<file path="src/verilog/switch_matrix_regs.svh">
/*
  register offsets, field positions and reset values for the switch matrix bit control bank.
  assumes inclusion by bare name from the design, checker and testbench files.
*/
`ifndef SWITCH_MATRIX_REGS_SVH
`define SWITCH_MATRIX_REGS_SVH

`define DRIVE_NODE_SWITCH_CONTROL_ADDR 16'h2150
`define NEGATIVE_NODE_SWITCH_CONTROL_ADDR 16'h2154
`define DRIVE_NODE_RESET 32'h0000_0000
`define NEGATIVE_NODE_RESET 32'h0000_0000
`define DRIVE_NODE_WMASK 32'h0000_00df
`define NEGATIVE_NODE_WMASK 32'h0000_0f7f
`define DRIVE_TO_AUX_PIN_BIT 7
`define DRIVE_TO_SENSE_PIN_BIT 6
`define DATAOUT_TO_COUNTER_PIN_BIT 4
`define DATAOUT_TO_INPUT_THREE_BIT 3
`define DATAOUT_TO_INPUT_TWO_BIT 2
`define DATAOUT_TO_INPUT_ONE_BIT 1
`define DATAOUT_TO_CAL_ZERO_BIT 0
`define SECONDARY_LOW_SIDE_BIT 11
`define NEG_TO_TIA_SHORT_BIT 10
`define NEG_TO_CAL_ONE_BIT 9
`define NEG_DIRECT_SENSE_BIT 8
`define NEG_INDIVIDUAL_MSB 6
`define AXI_RESP_OKAY 2'h0
`define AXI_RESP_SLVERR 2'h2

`endif

</file>
<file path="src/verilog/switch_matrix_pkg.sv">
/*
  types shared by the switch matrix bit control files.
  assumes the register header is on the include path.
*/
package switch_matrix_pkg;
  typedef enum logic [1:0] {
    WR_IDLE = 2'b01,
    WR_RESP = 2'b10
  } wr_state_e;

  typedef enum logic [1:0] {
    RD_IDLE = 2'b01,
    RD_DATA = 2'b10
  } rd_state_e;

  typedef struct packed {
    wr_state_e wrState;
    rd_state_e rdState;
    logic awHeld;
    logic [15:0] awAddr;
    logic wHeld;
    logic [31:0] wData;
    logic [3:0] wStrb;
    logic [1:0] bResp;
    logic [31:0] rData;
    logic [1:0] rResp;
    logic awReady;
    logic wReady;
    logic bValid;
    logic arReady;
    logic rValid;
    logic [31:0] driveNode;
    logic [31:0] negNode;
  } bank_s;
endpackage

</file>
<file path="src/verilog/switch_matrix_bit_control.sv">
/*
  AXI4-Lite slave holding the drive-node and negative-node switch control registers;
  each writable bit drives one analog switch enable output, 1 closes the switch.
  assumes a single clock, synchronous active-low reset, and at most one write and one read in flight.
*/
// Register access over AXI4-Lite is this design's own decision.
// How it works
// - drive-node register at 0x2150, resets to zero, all drive switches open
// - drive bit 7 read/write, closes drive node to auxiliary pin three switch
// - drive bit 6 read/write, closes drive node to sense electrode switch
// - drive bit 4 read/write, closes data-out to counter electrode switch
// - drive bits 3,2,1 read/write, close data-out to inputs three, two, one
// - drive bit 0 read/write, closes data-out to calibration resistor zero
// - negative-node register at 0x2154, resets to zero, all switches open
// - negative bit 11 read/write, closes secondary low-side switch
// - negative bit 10 read/write, shorts negative node to TIA inverting input
// - negative bit 9 read/write, closes negative node to calibration resistor one
// - negative bit 8 read/write, closes direct sense switch bypassing load resistor
// - negative bits 6..0 read/write individual switches; bit 7 reserved
`timescale 1ns/1ns
`include "switch_matrix_regs.svh"

module switch_matrix_bit_control #(
  parameter int ADDR_WIDTH = 16
) (
  input wire logic clk, // system clock, 20 MHz
  input wire logic resetn, // synchronous reset, active low
  input wire logic ce, // clock enable, freezes all state when low
  input wire logic [ADDR_WIDTH-1:0] s_axi_awaddr, // write address
  input wire logic s_axi_awvalid, // write address valid
  output logic s_axi_awready, // write address ready
  input wire logic [31:0] s_axi_wdata, // write data
  input wire logic [3:0] s_axi_wstrb, // write byte strobes
  input wire logic s_axi_wvalid, // write data valid
  output logic s_axi_wready, // write data ready
  output logic [1:0] s_axi_bresp, // write response
  output logic s_axi_bvalid, // write response valid
  input wire logic s_axi_bready, // write response ready
  input wire logic [ADDR_WIDTH-1:0] s_axi_araddr, // read address
  input wire logic s_axi_arvalid, // read address valid
  output logic s_axi_arready, // read address ready
  output logic [31:0] s_axi_rdata, // read data
  output logic [1:0] s_axi_rresp, // read response
  output logic s_axi_rvalid, // read data valid
  input wire logic s_axi_rready, // read data ready
  output logic drive_to_aux_pin_switch, // closes drive node to auxiliary pin three
  output logic drive_to_sense_pin_switch, // closes drive node to sense electrode pin
  output logic dataout_to_counter_pin_switch, // closes data-out to counter electrode pin
  output logic dataout_to_input_three_switch, // closes data-out to analog input three
  output logic dataout_to_input_two_switch, // closes data-out to analog input two
  output logic dataout_to_input_one_switch, // closes data-out to analog input one
  output logic dataout_to_cal_zero_switch, // closes data-out to calibration resistor pin zero
  output logic secondary_low_side_switch, // secondary low-side negative switch
  output logic neg_to_tia_short_switch, // shorts negative node to TIA inverting input
  output logic neg_to_cal_one_switch, // negative node to calibration resistor pin one
  output logic neg_direct_sense_switch, // negative node straight to sense electrode pin
  output logic [6:0] neg_individual_switch // individual negative-node switches, bits 6..0
);
  switch_matrix_pkg::bank_s cur_r;
  switch_matrix_pkg::bank_s cur_nxt;
  logic [31:0] driveNode;
  logic [31:0] negNode;
  logic wrDrive;
  logic wrNeg;
  logic wrFire;

  // address decode shared by read and write paths
  function automatic logic [1:0] decode(input logic [15:0] addr);
    decode = 2'h0;
    if (addr == `DRIVE_NODE_SWITCH_CONTROL_ADDR) begin
      decode = 2'h1;
    end else if (addr == `NEGATIVE_NODE_SWITCH_CONTROL_ADDR) begin
      decode = 2'h2;
    end
  endfunction

  // write commits when both address and data are held in idle
  assign wrFire = (cur_r.wrState == switch_matrix_pkg::WR_IDLE) && cur_r.awHeld && cur_r.wHeld;
  assign wrDrive = wrFire && (decode(cur_r.awAddr) == 2'h1);
  assign wrNeg = wrFire && (decode(cur_r.awAddr) == 2'h2);

  switch_bit_register #(
    .RESET_VALUE(`DRIVE_NODE_RESET),
    .WRITE_MASK(`DRIVE_NODE_WMASK)
  ) uDrive (
    .clk(clk),
    .resetn(resetn),
    .ce(ce),
    .wrEn(wrDrive),
    .wrData(cur_r.wData),
    .wrStrb(cur_r.wStrb),
    .value_r(driveNode)
  );

  switch_bit_register #(
    .RESET_VALUE(`NEGATIVE_NODE_RESET),
    .WRITE_MASK(`NEGATIVE_NODE_WMASK)
  ) uNeg (
    .clk(clk),
    .resetn(resetn),
    .ce(ce),
    .wrEn(wrNeg),
    .wrData(cur_r.wData),
    .wrStrb(cur_r.wStrb),
    .value_r(negNode)
  );

  always_comb begin
    cur_nxt = cur_r;
    cur_nxt.driveNode = driveNode;
    cur_nxt.negNode = negNode;
    // capture address and data independently, in either order
    if (!cur_r.awHeld && s_axi_awvalid) begin
      cur_nxt.awHeld = 1'b1;
      cur_nxt.awAddr = s_axi_awaddr[15:0];
    end
    if (!cur_r.wHeld && s_axi_wvalid) begin
      cur_nxt.wHeld = 1'b1;
      cur_nxt.wData = s_axi_wdata;
      cur_nxt.wStrb = s_axi_wstrb;
    end
    case (cur_r.wrState)
      switch_matrix_pkg::WR_IDLE: begin
        if (wrFire) begin
          cur_nxt.bResp = (decode(cur_r.awAddr) == 2'h0) ? `AXI_RESP_SLVERR : `AXI_RESP_OKAY;
          cur_nxt.wrState = switch_matrix_pkg::WR_RESP;
        end
      end
      switch_matrix_pkg::WR_RESP: begin
        if (s_axi_bready) begin
          cur_nxt.awHeld = 1'b0;
          cur_nxt.wHeld = 1'b0;
          cur_nxt.wrState = switch_matrix_pkg::WR_IDLE;
        end
      end
      default: begin
        cur_nxt.wrState = switch_matrix_pkg::WR_IDLE;
      end
    endcase
    case (cur_r.rdState)
      switch_matrix_pkg::RD_IDLE: begin
        if (s_axi_arvalid) begin
          case (decode(s_axi_araddr[15:0]))
            2'h1: begin
              cur_nxt.rData = driveNode;
              cur_nxt.rResp = `AXI_RESP_OKAY;
            end
            2'h2: begin
              cur_nxt.rData = negNode;
              cur_nxt.rResp = `AXI_RESP_OKAY;
            end
            default: begin
              cur_nxt.rData = 32'h0000_0000;
              cur_nxt.rResp = `AXI_RESP_SLVERR;
            end
          endcase
          cur_nxt.rdState = switch_matrix_pkg::RD_DATA;
        end
      end
      switch_matrix_pkg::RD_DATA: begin
        if (s_axi_rready) begin
          cur_nxt.rdState = switch_matrix_pkg::RD_IDLE;
        end
      end
      default: begin
        cur_nxt.rdState = switch_matrix_pkg::RD_IDLE;
      end
    endcase
    // ready and valid kept as flops so the bus sees no decode glitch
    cur_nxt.awReady = !cur_nxt.awHeld;
    cur_nxt.wReady = !cur_nxt.wHeld;
    cur_nxt.bValid = cur_nxt.wrState == switch_matrix_pkg::WR_RESP;
    cur_nxt.arReady = cur_nxt.rdState == switch_matrix_pkg::RD_IDLE;
    cur_nxt.rValid = cur_nxt.rdState == switch_matrix_pkg::RD_DATA;
  end

  always_ff @(posedge clk) begin
    if (!resetn) begin
      cur_r.wrState <= switch_matrix_pkg::WR_IDLE;
      cur_r.rdState <= switch_matrix_pkg::RD_IDLE;
      cur_r.awHeld <= 1'b0;
      cur_r.awAddr <= 16'h0000;
      cur_r.wHeld <= 1'b0;
      cur_r.wData <= 32'h0000_0000;
      cur_r.wStrb <= 4'h0;
      cur_r.bResp <= 2'h0;
      cur_r.rData <= 32'h0000_0000;
      cur_r.rResp <= 2'h0;
      cur_r.awReady <= 1'b1;
      cur_r.wReady <= 1'b1;
      cur_r.bValid <= 1'b0;
      cur_r.arReady <= 1'b1;
      cur_r.rValid <= 1'b0;
      cur_r.driveNode <= `DRIVE_NODE_RESET;
      cur_r.negNode <= `NEGATIVE_NODE_RESET;
    end else if (ce) begin
      cur_r <= cur_nxt;
    end
  end

  // handshake outputs straight from their flops
  assign s_axi_awready = cur_r.awReady;
  assign s_axi_wready = cur_r.wReady;
  assign s_axi_bvalid = cur_r.bValid;
  assign s_axi_bresp = cur_r.bResp;
  assign s_axi_arready = cur_r.arReady;
  assign s_axi_rvalid = cur_r.rValid;
  assign s_axi_rdata = cur_r.rData;
  assign s_axi_rresp = cur_r.rResp;

  // switch enables from the registered copies, one cycle after the register
  assign drive_to_aux_pin_switch = cur_r.driveNode[`DRIVE_TO_AUX_PIN_BIT];
  assign drive_to_sense_pin_switch = cur_r.driveNode[`DRIVE_TO_SENSE_PIN_BIT];
  assign dataout_to_counter_pin_switch = cur_r.driveNode[`DATAOUT_TO_COUNTER_PIN_BIT];
  assign dataout_to_input_three_switch = cur_r.driveNode[`DATAOUT_TO_INPUT_THREE_BIT];
  assign dataout_to_input_two_switch = cur_r.driveNode[`DATAOUT_TO_INPUT_TWO_BIT];
  assign dataout_to_input_one_switch = cur_r.driveNode[`DATAOUT_TO_INPUT_ONE_BIT];
  assign dataout_to_cal_zero_switch = cur_r.driveNode[`DATAOUT_TO_CAL_ZERO_BIT];
  assign secondary_low_side_switch = cur_r.negNode[`SECONDARY_LOW_SIDE_BIT];
  assign neg_to_tia_short_switch = cur_r.negNode[`NEG_TO_TIA_SHORT_BIT];
  assign neg_to_cal_one_switch = cur_r.negNode[`NEG_TO_CAL_ONE_BIT];
  assign neg_direct_sense_switch = cur_r.negNode[`NEG_DIRECT_SENSE_BIT];
  assign neg_individual_switch = cur_r.negNode[`NEG_INDIVIDUAL_MSB:0];
endmodule

</file>
<file path="src/verilog/switch_bit_register.sv">
/*
  one 32-bit switch control register with per-bit write mask and byte strobes.
  assumes write strobe and data arrive on the same clock; masked bits stay zero.
*/
`timescale 1ns/1ns
`include "switch_matrix_regs.svh"

module switch_bit_register #(
  parameter logic [31:0] RESET_VALUE = 32'h0000_0000,
  parameter logic [31:0] WRITE_MASK = 32'hffff_ffff
) (
  input wire logic clk, // system clock
  input wire logic resetn, // synchronous reset, active low
  input wire logic ce, // clock enable
  input wire logic wrEn, // one-cycle write strobe
  input wire logic [31:0] wrData, // write data
  input wire logic [3:0] wrStrb, // byte enables
  output logic [31:0] value_r // stored value
);
  logic [31:0] value_nxt;
  logic [31:0] laneMask;

  genvar g;
  generate
    for (g = 0; g < 4; g++) begin : gLane
      assign laneMask[8*g +: 8] = {8{wrStrb[g]}};
    end
  endgenerate

  always_comb begin
    value_nxt = value_r;
    if (wrEn) begin
      value_nxt = ((value_r & ~laneMask) | (wrData & laneMask)) & WRITE_MASK;
    end
  end

  always_ff @(posedge clk) begin
    if (!resetn) begin
      value_r <= RESET_VALUE;
    end else if (ce) begin
      value_r <= value_nxt;
    end
  end
endmodule

</file>
<file path="config.mk">
export PLATFORM = sky130hd
export DESIGN_NAME = switch_matrix_bit_control
export DESIGN_NICKNAME = d
export VERILOG_FILES = /design/src/verilog/switch_matrix_pkg.sv /design/src/verilog/switch_matrix_bit_control.sv /design/src/verilog/switch_bit_register.sv
export VERILOG_INCLUDE_DIRS = /design/src /design/src/verilog
export SDC_FILE = /design/constraint.sdc
export NUM_CORES = 1
export LEC_CHECK = 0
export BUFFER_PORTS_ARGS = -buffer_cell sky130_fd_sc_hd__buf_2
export CORE_MARGIN = 5
export CORE_UTILIZATION = 54
export DETAILED_ROUTE_END_ITERATION = 6
export HOLD_SLACK_MARGIN = 0.15
export PLACE_DENSITY = 0.85
export SYNTH_ARGS = -nofsm -noshare
export SYNTH_HDL_FRONTEND = slang
export SYNTH_SLANG_ARGS = --single-unit
</file>
<file path="constraint.sdc">
create_clock -name clk -period 3.8 [get_ports clk]
set_input_delay 0.19 -clock clk [delete_from_list [all_inputs] [get_ports clk]]
set_output_delay 0.19 -clock clk [all_outputs]
set_load 0.005 [all_outputs]
</file>
==> impl_metrics.toml <==
[global_route]
grt_pass1_vias = 3172
overflow = 0
grt_pass1_wl_mm = 14.3
grt_antenna_before_repair = 0
grtUsageTotal = 0.199
grt_max_degree = 54

[placement]
dp.cells = 606
post-place-ws_ps = 1620
hpwl_mm = 6.29
gp_congestion = 0.804
dpl_cell_area_mm2 = 0.00419
portBuffers = 90

[cts]
clkSlewWorstSetupHoldPaths_ps = 90
htree_levels = 3
clock_latency_ps = 370
cts.sink_count = 91
clk_path_buf_depth = 2
cts_tree = "yes"
numCtsBuffers = 9
cts_root_buf = "clkbuf_8"

[logic_synthesis]
synth_ff_type = "dfxtp_1"
synth_cell_type_count = 45
netlist_top_cells_area = "dfxtp_1 46%, buf_4 8.1%, nand2_1 7.4%"
synthArstFlopShare = 0
yosysWarningCount = 0
yosys-top-cells-count = "91 x dfxtp_1, 78 x nand2_1, 57 x a21oi_1"
synth_edf_count = 0
synth.top_cell.area_share = 0.459
synth_cells = 465
synth_seq_cells = 91
seq_area_frac_synth = 0.459
synth.most_common_cell = "dfxtp_1"
syn_area_mm2 = 0.00397
synth.largest_area_cell = "dfxtp_1"
syn_area_per_cell_um2 = 8.53

[layout]
fillers = 612
drive_gt1_frac = 0.225
stdcell_count = 655
post-route-util = 0.655
multi_input_area_mm2 = 0.00176
final_nets = 631
final_area_mm2 = 0.00473
area_growth_pct = 19.2
ff_latch_area_mm2 = 0.00182
antenna_cells = 0

[timing]
skew_ps = 17.2
fin_ws_ps = 1830
min_period_ps = 1970
slew_headroom = 0.376
finalCritPeriodShare = 0.519
slew_violations = 0
setup-tns-final_ps = 0
setup-violations-final = 0
hold_violations = 0
rsz0062_at_grt = "false"
fmax_mhz = 507
worstMarginPinSlew_ps = 932

[worst_hold_path]
min_path_cells = 4
whs_endpoint = "cur_r[141]"
holdCritStartpoint = "s_axi_bready"
timing.hold.worst.class = "input port to flip-flop"

[route]
detail_route.vias_per_cell = 5.23
drt-total-wl_mm = 9.13
drc = 0
wl_per_cell_um = 13.9
vias = 3425
first_iter_violations = 284
ant_nets = 0
drtPass1Iterations = 5

[floorplan]
start_util = 0.550
rows = 31
die_w_um = 95.7
core_area_mm2 = 0.00721
dieArea_mm2 = 0.00916
top_level_ports = 135
die-height_um = 95.7

[power_and_ir_drop]
vdd_drop_max_v = 0.000219
leakagePower_nw = 1.98
powerDensity_mw_per_mm2 = 391

[worst_setup_path]
r2r_slack_ps = 1830
critPathKind = "flip-flop to flip-flop"
rr_worst_depth = 4
r2r_start = "cur_r[142]"
startpoint_type = "flip-flop"
worstPathRequired_ps = 4010
crit_path_end_kind = "flip-flop"
cp_max_fo = 18
arrival_ps = 2180

[outcome]
status = "finished clean"

[run]
max_cap_viol_count = 0
## cell type report
type / instances / area share
clock buffer: 9 / 0.0262
timing repair buffer: 125 / 0.168
sequential: 91 / 0.385
tap: 99 / 0.0262
inverter: 6 / 0.00477
multi-input combinational: 318 / 0.372
clock inverter: 7 / 0.0169
## cells by family after synthesis
family,count (synthesis),share of synthesized area
AO/OA/AOI/OAI,112,0.161
adder cells (fa/ha/maj),4,0.0126
buffers and inverters,77,0.117
flip-flops,91,0.459
multiplexers,18,0.0454
other,1,0.000946
AND/OR/NAND/NOR,162,0.204
## stage by stage
stage | hold WS (ps) | total power, mW
after floorplan | 326 | 1.14
after global placement | 432 | 1.17
after detailed placement | 439 | 1.18
after CTS | 251 | 1.86
after global routing | 295 | 1.92
final | 270 | 1.85
## worst max-delay path: stages (launching register included)
cell and delay [ps]:
dfxtp_1 320, nor4_1 400, nand4_1 600, o21ai_0 410
a21oi_1 100
## power by group
group	total, mW	switching (mW)	internal [mW]
registers	0.999	0.0178	0.981
logic	0.183	0.0981	0.0851
clock network	0.665	0.352	0.313
## layer usage
layer | GRT usage | wire length (um) | part of all wire | up-vias
met5 | 0 | 0 | 0 | -
met4 | 0.0936 | 163 | 0.018 | 0
met2 | 0.344 | 4470 | 0.49 | 146
met1 | 0.237 | 3790 | 0.42 | 1554
met3 | 0.0407 | 700 | 0.077 | 18
li1 | - | - | - | 1707
## what timing repair did
action,4_1_cts,5_1_grt
hold endpoints to repair,34,0
endpoints found under the setup margin,0,0
buffers inserted,0,0
gates resized for setup,0,0
hold buffers,33,0
## layout by cell type (no fill, tap or decap), types with 2 or more instances in the layout
master         Yosys  layout
nand3_1           18      18
ha_1               4       4
a211oi_1           2       2
clkinvlp_4         0       2
inv_1              5       4
nor2_1            31      31
nor4_1             2       2
buf_2              5      90
a21oi_1           57      57
and3_1             2       2
a21oi_2            5       5
inv_6              0       4
dfxtp_1           91      91
o211ai_1           3       3
or4b_4             2       2
nor4_4             2       2
conb_1             1      22
nand2_1           78      78
nand3_2            5       5
nand4_1            5       5
mux2i_1           18      18
clkbuf_8           0       9
o21a_1             2       2
dlygate4sd3_1      0      33
or2_2              2       2
and4_1             2       2
o21ai_0           32      32
a221oi_1           6       6
buf_4             43       2
nor2b_1            3       3
## worst max-delay path by stage
stage,cells after the start,startpoint,slack [ps],endpoint
floorplan,8,cur_r[162],2260,flip-flop
global placement,6,ce,1670,s_axi_rdata[7]
detailed placement,6,ce,1620,s_axi_rdata[10]
CTS,4,cur_r[143],1830,flip-flop
global route,4,cur_r[142],1600,flip-flop
finish,4,cur_r[142],1830,flip-flop
Power figures use the tool's default switching activity.
